===== src/expander_pkg.sv =====
// Purpose: Shared constants for the serial port expander
// Assumes: Single 10 MHz clock domain
// Notes:   Address-select pin codes follow the pin map
package expander_pkg;
	localparam int         CLK_HZ       = 10_000_000;
	localparam logic [2:0] TOP_IN       = 3'h6;
	localparam logic [2:0] TOP_OUT      = 3'h5;
	localparam logic [3:0] BYTE_BITS    = 4'h8;
	localparam logic [3:0] BIT_ONE      = 4'h1;
	localparam logic [3:0] BIT_ZERO     = 4'h0;
	localparam logic [7:0] MASK_RESET   = 8'hFF;
	localparam logic [7:0] FLAGS_RESET  = 8'h00;
	localparam logic [7:0] BYTE_ZERO    = 8'h00;
	// Code of the high select pin, bits 3..2 of the address
	localparam logic [1:0] HI_SCL       = 2'h0;
	localparam logic [1:0] HI_SDA       = 2'h1;
	localparam logic [1:0] HI_GND       = 2'h2;
	localparam logic [1:0] HI_VPLUS     = 2'h3;
	// Code of the low select pin, bits 1..0 of the address
	localparam logic [1:0] LO_GND       = 2'h0;
	localparam logic [1:0] LO_VPLUS     = 2'h1;
	localparam logic [1:0] LO_SCL       = 2'h2;
	localparam logic [1:0] LO_SDA       = 2'h3;
	localparam int         BYTE_W       = 8;
	typedef enum logic [2:0] {
		st_idle, st_addr, st_aack, st_rx, st_rack, st_tx, st_mack
	} link_state_t;
endpackage


===== src/port_expander.sv =====
// Purpose: Serial-slave port expander, eight sense inputs, eight driven outputs
// Assumes: Bus lines and pins are asynchronous and are synchronised here
// Notes:   Link runs on oversampled SCL and SDA, no second clock domain
//
// What this block does
// - Long input read alternates data and flags, resampling each pair
// - Eight-bit interrupt mask, one bit per sense input
// - Transition flag sets on change regardless of mask
// - Alert held off during a read, raised at stop if pending
// - Changes already sent before stop raise no alert
// - Flags stay set until the next access clears them
// - Start and stop conditions are detected
// - One bit per clock pulse, data stable while clock high
// - Ninth bit acknowledge; device acknowledges received bytes
// - Two addresses: 110 for inputs, 101 for outputs
// - Low four address bits from two four-level select pins
// - Bit after address is direction, high means read
// - One-byte input read returns inputs, clears flags and alert
// - Output reads return sensed output pin levels, every byte
// - Two-byte read clears at address ack but sends old flags
// - Sent input data captured at the preceding acknowledge
// - Input-address write loads mask, clears flags and alert
// - Output-address write sets all outputs, every byte until stop
// - SDA open drain pulling low only, SCL input only
// - Every acknowledge except the one before a flags byte latches snapshot and clears flags
// - Power-on: mask all ones, flags clear, alert off
// - Abort voids transaction, returns to stop, alert untouched
// - Select pins re-decoded each transmission, SDA/SCL ties recognised
`timescale 1ns/1ps
`default_nettype none

module sync2 #(
	parameter int W = 1
) (
	input  wire logic         clk,
	input  wire logic [W-1:0] d,
	output var  logic [W-1:0] q
);
	logic [W-1:0] meta;
	// Data flops carry no reset so straps pass through during reset
	always_ff @(posedge clk) begin
		meta <= d;
		q    <= meta;
	end
endmodule

////////////////////////////////////////////////////////////////////////

module port_expander
	import expander_pkg::*;
#(
	// One byte per select code, code 0 in the low byte
	parameter logic [127:0] DEFAULT_LEVELS = 128'h0000_0000_0000_0000_0000_0000_0000_0000
) (
	input  wire logic       clk,
	input  wire logic       rst_n,
	input  wire logic       abort_n,
	input  wire logic       scl_in,
	input  wire logic       sda_in,
	output var  logic       sda_out,
	output var  logic       sda_oe,
	input  wire logic       addr_sel_low,
	input  wire logic       addr_sel_high,
	input  wire logic [7:0] sense_inputs,
	input  wire logic [7:0] output_sense,
	output var  logic [7:0] driven_outputs,
	output var  logic       alert_n
);

	////////////////////////////////////////////////////////////////////
	// Synchronisers
	logic [7:0] in_s;
	logic [7:0] osense_s;
	logic [4:0] pins_s;
	logic       scl_s;
	logic       sda_s;
	logic       lo_s;
	logic       hi_s;
	logic       abort_s_n;

	sync2 #(.W(8)) u_in_sync (
		.clk (clk),
		.d   (sense_inputs),
		.q   (in_s)
	);
	sync2 #(.W(8)) u_out_sync (
		.clk (clk),
		.d   (output_sense),
		.q   (osense_s)
	);
	sync2 #(.W(5)) u_pin_sync (
		.clk (clk),
		.d   ({abort_n, addr_sel_high, addr_sel_low, sda_in, scl_in}),
		.q   (pins_s)
	);

	assign scl_s     = pins_s[0];
	assign sda_s     = pins_s[1];
	assign lo_s      = pins_s[2];
	assign hi_s      = pins_s[3];
	assign abort_s_n = pins_s[4];

	////////////////////////////////////////////////////////////////////
	// Bus condition decode
	logic scl_d;
	logic sda_d;
	logic scl_rise;
	logic scl_fall;
	logic start_c;
	logic stop_c;

	always_ff @(posedge clk) begin
		if (!rst_n) begin
			scl_d <= 1'b1;
			sda_d <= 1'b1;
		end else begin
			scl_d <= scl_s;
			sda_d <= sda_s;
		end
	end

	// Data sampled only on clock rise, so changes while high are conditions
	assign scl_rise = scl_s & ~scl_d;
	assign scl_fall = ~scl_s & scl_d;
	assign start_c  = scl_s & scl_d & sda_d & ~sda_s;
	assign stop_c   = scl_s & scl_d & ~sda_d & sda_s;

	////////////////////////////////////////////////////////////////////
	// Address-select decode
	logic [1:0] eq_scl;
	logic [1:0] eq_sda;
	logic [1:0] hi_code;
	logic [1:0] lo_code;
	logic [1:0] hi_lvl;
	logic [1:0] lo_lvl;
	logic [6:0] addr_in;
	logic [6:0] addr_out;

	link_state_t state;

	// A pin that tracked SCL or SDA for the whole address byte is tied to it
	always_ff @(posedge clk) begin
		if (!rst_n) begin
			eq_scl <= 2'b00;
			eq_sda <= 2'b00;
		end else if (start_c) begin
			eq_scl <= 2'b11;
			eq_sda <= 2'b11;
		end else if (state == st_addr) begin
			eq_scl <= eq_scl & ~({hi_s, lo_s} ^ {scl_s, scl_s});
			eq_sda <= eq_sda & ~({hi_s, lo_s} ^ {sda_s, sda_s});
		end
	end

	assign hi_lvl   = hi_s ? HI_VPLUS : HI_GND;
	assign lo_lvl   = lo_s ? LO_VPLUS : LO_GND;
	assign hi_code  = eq_scl[1] ? HI_SCL : (eq_sda[1] ? HI_SDA : hi_lvl);
	assign lo_code  = eq_scl[0] ? LO_SCL : (eq_sda[0] ? LO_SDA : lo_lvl);
	assign addr_in  = {TOP_IN, hi_code, lo_code};
	assign addr_out = {TOP_OUT, hi_code, lo_code};

	////////////////////////////////////////////////////////////////////
	// Serial engine
	logic [3:0] bitcnt;
	logic [7:0] shreg;
	logic       rw;
	logic       grp_out;
	logic       byte_odd;
	logic       reading;
	logic       ack_rise;
	logic       do_sample;
	logic       hit_in;
	logic       hit_out;
	logic       wr_apply;
	logic [7:0] old_flags;
	logic [7:0] tx_next;
	logic [7:0] snapshot;
	logic [7:0] flags;
	logic [7:0] mask;

	assign hit_in   = shreg[7:1] == addr_in;
	assign hit_out  = shreg[7:1] == addr_out;
	// Nack from master ends the read; no new byte is loaded
	assign ack_rise = scl_rise & ((state == st_aack) | (state == st_rack)
		| ((state == st_mack) & ~sda_s));
	// Flags byte of a pair carries no resample
	assign do_sample = ack_rise & ~(rw & ~grp_out & byte_odd);
	assign wr_apply  = scl_rise & (state == st_rack);
	assign tx_next   = grp_out ? osense_s : (byte_odd ? old_flags : in_s);

	always_ff @(posedge clk) begin
		if (!rst_n || !abort_s_n) begin
			state    <= st_idle;
			bitcnt   <= BIT_ZERO;
			shreg    <= BYTE_ZERO;
			rw       <= 1'b0;
			grp_out  <= 1'b0;
			byte_odd <= 1'b0;
			reading  <= 1'b0;
			sda_oe   <= 1'b0;
		end else if (stop_c) begin
			state   <= st_idle;
			reading <= 1'b0;
			sda_oe  <= 1'b0;
		end else if (start_c) begin
			state    <= st_addr;
			bitcnt   <= BIT_ZERO;
			byte_odd <= 1'b0;
			sda_oe   <= 1'b0;
		end else begin
			case (state)
				st_addr, st_rx: begin
					if (scl_rise) begin
						shreg  <= {shreg[6:0], sda_s};
						bitcnt <= bitcnt + BIT_ONE;
					end else if (scl_fall && bitcnt == BYTE_BITS) begin
						if (state == st_rx) begin
							state  <= st_rack;
							sda_oe <= 1'b1;
						end else if (hit_in || hit_out) begin
							state   <= st_aack;
							sda_oe  <= 1'b1;
							rw      <= shreg[0];
							grp_out <= hit_out;
						end else begin
							state <= st_idle;
						end
					end
				end
				st_aack, st_rack, st_mack: begin
					if (ack_rise && (rw || state == st_mack)) begin
						shreg    <= tx_next;
						byte_odd <= ~byte_odd;
						reading  <= 1'b1;
					end else if (scl_rise && state == st_mack) begin
						// Master nack ends a read; write acks wait for the fall
						state <= st_idle;
					end else if (scl_fall) begin
						bitcnt <= BIT_ZERO;
						sda_oe <= 1'b0;
						state  <= st_rx;
						if (rw) begin
							sda_oe <= ~shreg[7];
							shreg  <= {shreg[6:0], 1'b0};
							bitcnt <= BIT_ONE;
							state  <= st_tx;
						end
					end
				end
				st_tx: begin
					if (scl_fall) begin
						if (bitcnt == BYTE_BITS) begin
							sda_oe <= 1'b0;
							state  <= st_mack;
						end else begin
							sda_oe <= ~shreg[7];
							shreg  <= {shreg[6:0], 1'b0};
							bitcnt <= bitcnt + BIT_ONE;
						end
					end
				end
				default: state <= st_idle;
			endcase
		end
	end

	////////////////////////////////////////////////////////////////////
	// Transition detect, mask, outputs, alert
	logic [7:0] next_flags;

	// Snapshot reload takes this cycle's inputs, so a same-cycle change reaches old_flags but not flags
	assign next_flags = do_sample ? FLAGS_RESET : (flags | (in_s ^ snapshot));

	always_ff @(posedge clk) begin
		if (!rst_n) begin
			snapshot       <= in_s;
			flags          <= FLAGS_RESET;
			old_flags      <= FLAGS_RESET;
			mask           <= MASK_RESET;
			driven_outputs <= DEFAULT_LEVELS[{hi_lvl, lo_lvl, 3'b000} +: BYTE_W];
			sda_out        <= 1'b0;
			alert_n        <= 1'b1;
		end else begin
			flags   <= next_flags;
			sda_out <= 1'b0;
			if (do_sample) begin
				snapshot  <= in_s;
				old_flags <= flags | (in_s ^ snapshot);
			end
			if (wr_apply && !grp_out) begin
				mask <= shreg;
			end
			if (wr_apply && grp_out) begin
				driven_outputs <= shreg;
			end
			// Abort leaves the alert as it stands
			if (!abort_s_n) begin
				alert_n <= alert_n;
			end else if (reading || do_sample) begin
				alert_n <= 1'b1;
			end else begin
				alert_n <= ~|(flags & mask);
			end
		end
	end

	////////////////////////////////////////////////////////////////////
	// Checks
	reset_values_a: assert property (
		@(posedge clk) !rst_n |=> (mask == MASK_RESET && flags == FLAGS_RESET && alert_n))
		else $error("reset values wrong");

	read_alert_off_a: assert property (
		@(posedge clk) disable iff (!rst_n) reading |=> alert_n)
		else $error("alert asserted during read");

	flag_sticky_a: assert property (
		@(posedge clk) disable iff (!rst_n)
		!do_sample |=> ((flags & $past(flags)) == $past(flags)))
		else $error("flag dropped without access");

	flag_set_a: assert property (
		@(posedge clk) disable iff (!rst_n)
		(!do_sample && in_s != snapshot) |=> ((flags & $past(in_s ^ snapshot)) == $past(in_s ^ snapshot)))
		else $error("change not flagged");

	mask_load_a: assert property (
		@(posedge clk) disable iff (!rst_n || !abort_s_n)
		(wr_apply && !grp_out) |=> (mask == $past(shreg) && flags == FLAGS_RESET && alert_n))
		else $error("mask write failed");

	out_load_a: assert property (
		@(posedge clk) disable iff (!rst_n)
		(wr_apply && grp_out) |=> driven_outputs == $past(shreg))
		else $error("output write failed");

	addr_ack_a: assert property (
		@(posedge clk) disable iff (!rst_n)
		(state == st_aack && scl_s) |-> sda_oe)
		else $error("address not acknowledged");

	stop_idle_a: assert property (
		@(posedge clk) disable iff (!rst_n)
		stop_c |=> (state == st_idle && !sda_oe))
		else $error("stop not honoured");

	flags_byte_a: assert property (
		@(posedge clk) disable iff (!rst_n || !abort_s_n)
		(ack_rise && rw && !grp_out && byte_odd && !stop_c && !start_c) |=> shreg == $past(old_flags))
		else $error("old flags not sent");

	sda_low_only_a: assert property (
		@(posedge clk) disable iff (!rst_n)
		sda_oe |-> (!sda_out && state inside {st_aack, st_rack, st_tx, st_mack}))
		else $error("sda driven out of turn");

endmodule

`default_nettype wire


===== config.mk =====
export PLATFORM = sky130hd
export DESIGN_NAME = port_expander
export DESIGN_NICKNAME = d
export VERILOG_FILES = /design/src/expander_pkg.sv /design/src/port_expander.sv
export SDC_FILE = /design/constraint.sdc
export NUM_CORES = 1
export LEC_CHECK = 0
export BUFFER_PORTS_ARGS = -buffer_cell sky130_fd_sc_hd__buf_2
export CORE_ASPECT_RATIO = 0.7
export CORE_MARGIN = 5
export CORE_UTILIZATION = 47
export CTS_CLUSTER_SIZE = 8
export DETAILED_ROUTE_END_ITERATION = 6
export GPL_TIMING_DRIVEN = 0
export PLACE_DENSITY = 0.65
export SLEW_MARGIN = 20
export SYNTH_ARGS = -nofsm -noshare
export SYNTH_HDL_FRONTEND = slang
export SYNTH_HIERARCHICAL = 1
export SYNTH_SLANG_ARGS = --single-unit

===== constraint.sdc =====
create_clock -name clk -period 2.3 [get_ports clk]
set_input_delay 0.46 -clock clk [delete_from_list [all_inputs] [get_ports clk]]
set_output_delay 0.46 -clock clk [all_outputs]
set_load 0.02 [all_outputs]

==> results of run 1 <==
worst max-delay path by stage:
stage / startpoint / slack (ps) / end
floorplan: u_pin_sync/q[0] / 350 / snapshot[0]
global placement: u_pin_sync/q[0] / -90 / snapshot[4]
detailed placement: u_pin_sync/q[0] / -90 / snapshot[4]
CTS: grp_out / 200 / snapshot[6]
global route: u_pin_sync/q[0] / 20 / shreg[7]
finish: grp_out / 190 / snapshot[4]
per-layer routing:
metal | track usage | share of wire
met1 | 0.2540 | 0.51
met2 | 0.2340 | 0.40
met3 | 0.05048 | 0.082
met4 | 0.06199 | 0.011
met5 | 0 | 0
layout make-up:
type                    count  area, um^2  share of cell area
multi-input cells         247        1657              0.3492
flip-flops and latches    109        2342              0.4938
well taps                 120       150.1             0.03165
clock buffers              11       252.7             0.05328
inverters                   4       15.01            0.003165
repair buffers             33       170.2             0.03587
plain buffers              21       117.6             0.02480
clock inverters             5       38.79            0.008177
power by group through the flow:
stage / registers, mW / clock network (mW) / logic [mW]
final: 2.04 / 1.49 / 0.168
after detailed placement: 2.09 / 0 / 0.167
after floorplan: 2.08 / 0 / 0.108
after global placement: 2.08 / 0 / 0.163
after global routing: 2.05 / 1.61 / 0.189
after CTS: 2.04 / 1.53 / 0.169
state kept, by name, summed over array words and instances, names as in the netlist, 2 cells and up:
signal	cells
bitcnt	4
driven_outputs	8
eq_scl	2
eq_sda	2
flags	8
mask	8
old_flags	8
shreg	8
snapshot	8
state	3
u_in_sync/meta	8
u_in_sync/q	8
u_out_sync/meta	8
u_out_sync/q	8
u_pin_sync/meta	5
u_pin_sync/q	5
metrics by stage:
stage,hold slack (ps),worst slack [ps]
after floorplan,309.6,351.6
after global placement,309.8,-86.30
after detailed placement,312.1,-88.86
after CTS,195.5,200.7
after global routing,192.1,19.82
final,210.2,190.0
what timing repair did:
action | 4_1_cts | 5_1_grt
buffers inserted | 2 | 0
resized for setup | 1 | 0
setup endpoints to repair | 16 | 0
logic make-up after synthesis:
group | Yosys count | synth area share
adders and majority gates | 2 | 0.006056
other | 1 | 0.0009077
xor gates and xnor gates | 18 | 0.03816
DFF | 109 | 0.5669
muxes | 28 | 0.06784
AOI/OAI and AO/OA | 80 | 0.1432
buffers and inverters | 25 | 0.03210
and+or+nand+nor | 118 | 0.1448
placed cells by master, fill, tap and decap left out, types with 12 or more instances in the layout:
cell type and n:
buf_2 38, a21oi_1 14, o21ai_0 18, nand2_1 40, edfxtp_1 16, nor2_1 27, and2_1 12, mux2i_1 28
dfxtp_1 93
==> reports/metrics.yaml, run 1 <==
run_status:
  status: "finished, final reports clean"
die:
  dieArea_um2: 10800
  die_h_um: 88.44
  die_w_um: 122.1
  rows: 28
  start_util: 0.4853
  core_area_um2: 8513
  io_pins: 34
power:
  p_leak_nw: 1.837
  p_seq_frac: 0.552
  switchingPower_mw: 0.8170
  pwr-share-comb: 0.045
  ir_worst_vdd_uv: 533.2
  p_int_mw: 2.881
  p_total_mw: 3.698
  pwr-share-clk: 0.403
  powerDensity_nw_per_um2: 779.7
  switching_share: 0.2209
yosys:
  synth_common_cells: "dfxtp_1, nand2_1, mux2i_1, nor2_1, o21ai_0"
  synth_top_cell_area_share: 0.4506
  yosysMostFrequentCell: "dfxtp_1"
  postSynth.asyncResetShare: 0
  avgSynthCellArea_um2: 10.84
  ys_warn_count: 6
  synth_cells: 381
  synth_ff_type: "dfxtp_1"
  syn-num-nets: 406
  synth_edf_count: 16
  ys_types: 58
  synth_area_leaders: "dfxtp_1, edfxtp_1, mux2i_1, nand2_1, nor2_1"
  synth-seq-cells: 109
  ys_seq_area_frac: 0.5669
  syn_area_um2: 4131
  synth_top_area_cell: "dfxtp_1"
critical_path:
  cp_num_cells: 6
  critical_path_buf_inv_count: 3
  reg2regPathDepth: 6
  cp_max_fo: 16
  cp.required_ps: 2340
  r2r_start: "grp_out"
  rrSetupSlack_ps: 190
  start_kind: "flip-flop"
  r2r_end: "snapshot[4]"
  cp-end-kind: "flip-flop"
  slowest_stage: "a2111oi_4"
  path_class: "flip-flop to flip-flop"
  path_cells: "clkbuf_1 -> inv_1 -> and3_1 -> a2111oi_4 -> nand2b_1 -> buf_4"
  crit_family: "buffers and inverters"
  slowest_delay_ps: 400
  cp.arrival_ps: 2150
route:
  viasPerCell: 5.245
  drtIter0Drc: 194
  finalWirelength_mm: 8.507
  ant_nets: 0
  drt_pass1_iterations: 5
  drcViolationCount: 0
  avgRoutedWirePerCell_um: 15.47
  vias: 2885
cells_and_area:
  final_layout_size_suffix_gt1_frac: 0.1628
  area_delta_synth_final_pct: 14.81
  fin_cells: 550
  fill_cells: 767
  nets: 450
  final_util: 0.5572
  antennaDiodeCount: 0
  stdcell_area_um2: 4743
global_route:
  grt_max_degree: 19
  antenna_found_initial: 0
  grt_pass1_wl_mm: 14.08
  grt_pass1_vias: 2801
  overflow: 0
  grt.total_usage: 0.1708
timing:
  finalHoldViolations: 0
  min_period_ps: 2110
  finalSetupViolCount: 0
  clock_skew_ps: 5.519
  drv_slew: 0
  max-slew-margin-rel: 0.4817
  fmax_mhz: 473.9
  tightest_slew_ps: 770.4
  post-route-period-util: 0.9174
  rsz0062_at_grt: "no"
  finalSetupTns_ps: 0
clocking:
  cts_sinks: 109
  cts_tree: "done"
  clk_pin_slew_ps: 70
  hold_buffers: 0
  ctsLongestPathBuffers: 2
  insertion_delay_ps: 340
  cts_buffers: 9
  ctsRootBufferMaster: "clkbuf_16"
  htree_levels: 3
hold_path:
  hold_class: "primary input to flip-flop"
  min_path_cells: 1
  hp-start: "sense_inputs[6]"
  hold_path_end: "u_in_sync/meta[6]"
placed_design:
  dpl_cell_area_um2: 4437
  io_buffers: 31
  place.gp.congestion: 0.8611
  hpwl_mm: 6.066
  placedCellCount: 532
run:
  max_cap_violations: 0
Power figures use the tool's default switching activity.
==> run 2, diff against run 1 <==
--- a/config.mk
+++ b/config.mk
@@ -5,14 +5,13 @@
 export SDC_FILE = /design/constraint.sdc
 export NUM_CORES = 1
 export LEC_CHECK = 0
-export BUFFER_PORTS_ARGS = -buffer_cell sky130_fd_sc_hd__buf_2
 export CORE_ASPECT_RATIO = 0.7
 export CORE_MARGIN = 5
 export CORE_UTILIZATION = 47
 export CTS_CLUSTER_SIZE = 8
 export DETAILED_ROUTE_END_ITERATION = 6
+export DONT_BUFFER_PORTS = 1
 export GPL_TIMING_DRIVEN = 0
-export PLACE_DENSITY = 0.65
 export SLEW_MARGIN = 20
 export SYNTH_ARGS = -nofsm -noshare
 export SYNTH_HDL_FRONTEND = slang
==> run 2 against run 1 <==
Against the previous run: clock-buffer cell count shrank 2; sequential cell count is the same; setup slack gained 15 ps; total power shrank 1.6%; clock skew is essentially flat; global-route usage shrank 0.22 points; cell count shrank 5.6%; clock power shrank 3%; combinational power shrank 17%; critical path type unchanged; largest power group unchanged.
==> reports/metrics.yaml, run 2 (synthesis gave the netlist of run 1 again) <==
timing:
  drv_slew: 0
  rsz0062_at_grt: "no"
  max-slew-margin-rel: 0.4741
  tightest_slew_ps: 781.7
  min_period_ps: 2095
  post-route-period-util: 0.9110
  finalSetupTns_ps: 0
  clock_skew_ps: 5.140
  fmax_mhz: 477.3
  finalHoldViolations: 0
  finalSetupViolCount: 0
critical_path:
  r2r_end: "grp_out"
  cp-end-kind: "flip-flop"
  cp-startpoint: "shreg[5]"
  r2r_start: "shreg[5]"
  crit_family: "simple AND/OR/NAND/NOR gates"
  cp.required_ps: 2530
  start_kind: "flip-flop"
  path_class: "flip-flop to flip-flop"
  reg2regPathDepth: 5
  rrSetupSlack_ps: 200
  critical_path_buf_inv_count: 0
  cp_max_fo: 6
  path_cells: "xor2_1 -> nand4_1 -> nor4_1 -> nand4b_1 -> mux2i_1"
  cp.arrival_ps: 2330
  cp_num_cells: 5
  slowest_stage: "nor4_1"
  endpoint: "grp_out"
  slowest_delay_ps: 700
route:
  top_layer_used: "met4"
  finalWirelength_mm: 8.582
  drt_pass1_iterations: 5
  avgRoutedWirePerCell_um: 16.54
  wl_met1_mm: 4.552
  ant_nets: 0
  drtIter0Drc: 202
  met3_length_um: 658
  met2RoutedLength_mm: 3.276
  viasPerCell: 5.451
  vias: 2829
  drcViolationCount: 0
cells_and_area:
  area_delta_synth_final_pct: 10.87
  final_layout_size_suffix_gt1_frac: 0.09774
  layout_common_cells: "dfxtp_1, nand2_1, mux2i_1, nor2_1, o21ai_0"
  nets: 419
  layout.cells.most_common: "dfxtp_1"
  antennaDiodeCount: 0
placed_design:
  place.gp.congestion: 0.8870
  io_buffers: 0
  hpwl_mm: 6.329
die:
  rows: 28
  start_util: 0.4853
  die_h_um: 88.44
  dieArea_um2: 10800
  die_w_um: 122.1
  core_area_um2: 8513
  io_pins: 34
clocking:
  cts_tree: "done"
  insertion_delay_ps: 340
  ctsRootBufferMaster: "clkbuf_16"
  hold_buffers: 0
  cts_buffers: 9
  ctsLongestPathBuffers: 2
  cts_sinks: 109
  clk_pin_slew_ps: 70
  htree_levels: 3
power:
  ir_worst_vdd_uv: 532.9
  p_total_mw: 3.639
  p_leak_nw: 1.705
  powerDensity_nw_per_um2: 794.4
global_route:
  grt_pass1_vias: 2607
  grt_max_degree: 20
  grt.total_usage: 0.1686
  grt_pass1_wl_mm: 13.77
  antenna_found_initial: 0
  overflow: 0
run_status:
  status: "finished, final reports clean"
run:
  max_cap_violations: 0
hold_path:
  hold_class: "primary input to flip-flop"
==> run 2: cell types whose count changed in the layout (fill, tap and decap cells not counted), moves of 2 or more <==
cell      change
inv_8         +2
buf_2        -31
clkinv_2      +2
inv_4         -2
clkbuf_8      -2
==> run 2: repair_timing <==
action / 4_1_cts / 5_1_grt
hold endpoints to repair: 0 / 0
endpoints found under the setup margin: 16 / 0
resized for setup: 1 / 0
buffers inserted: 2 / 0
==> run 2: cell type report <==
cell class / count / area, um^2
Tap cell: 120 / 150.1
Sequential cell: 109 / 2342
Inverter: 4 / 15.01
Fill cell: 786 / 3933
Clock buffer: 9 / 225.2
Clock inverter: 7 / 58.81
Multi-Input combinational cell: 247 / 1657
Timing Repair Buffer: 2 / 15.01
Buffer: 21 / 117.6
==> run 2: through the flow <==
stage               setup slack [ps]    util  instances  hold slack [ps]  area (um^2)
floorplan                      351.6       -        381            309.6         4131
global placement              -99.86  0.5029        501            309.7         4282
detailed placement            -81.90  0.5029        501            312.1         4282
CTS                            184.6  0.5381        519            125.1         4581
global route                   55.79  0.5381        519            113.0         4581
finish                         204.7  0.5381        519            135.3         4581
==> run 2: how the worst min path moves through the flow <==
stage / from / to / slack [ps] / cells after the start
after floorplan: u_in_sync/meta[0] / u_in_sync/q[0] / 310 / 0
after global placement: u_in_sync/meta[0] / u_in_sync/q[0] / 310 / 0
after detailed placement: u_in_sync/meta[1] / u_in_sync/q[1] / 310 / 0
after CTS: scl_in / u_pin_sync/meta[0] / 130 / 0
after global routing: sense_inputs[1] / u_in_sync/meta[1] / 110 / 0
final: sense_inputs[1] / u_in_sync/meta[1] / 140 / 0
==> run 2: layer usage <==
metal,up-vias,GRT usage
met5,-,0
met4,0,0.04573
met3,11,0.05559
met2,95,0.2129
met1,1344,0.2678
li1,1379,-
==> run 2: power breakdown <==
part	total, mW	leakage [nW]	switching, mW	internal [mW]
Combinational	0.139	0.631	0.0835	0.0556
Sequential	2.05	0.931	0.0464	2.01
Clock	1.45	0.144	0.695	0.753
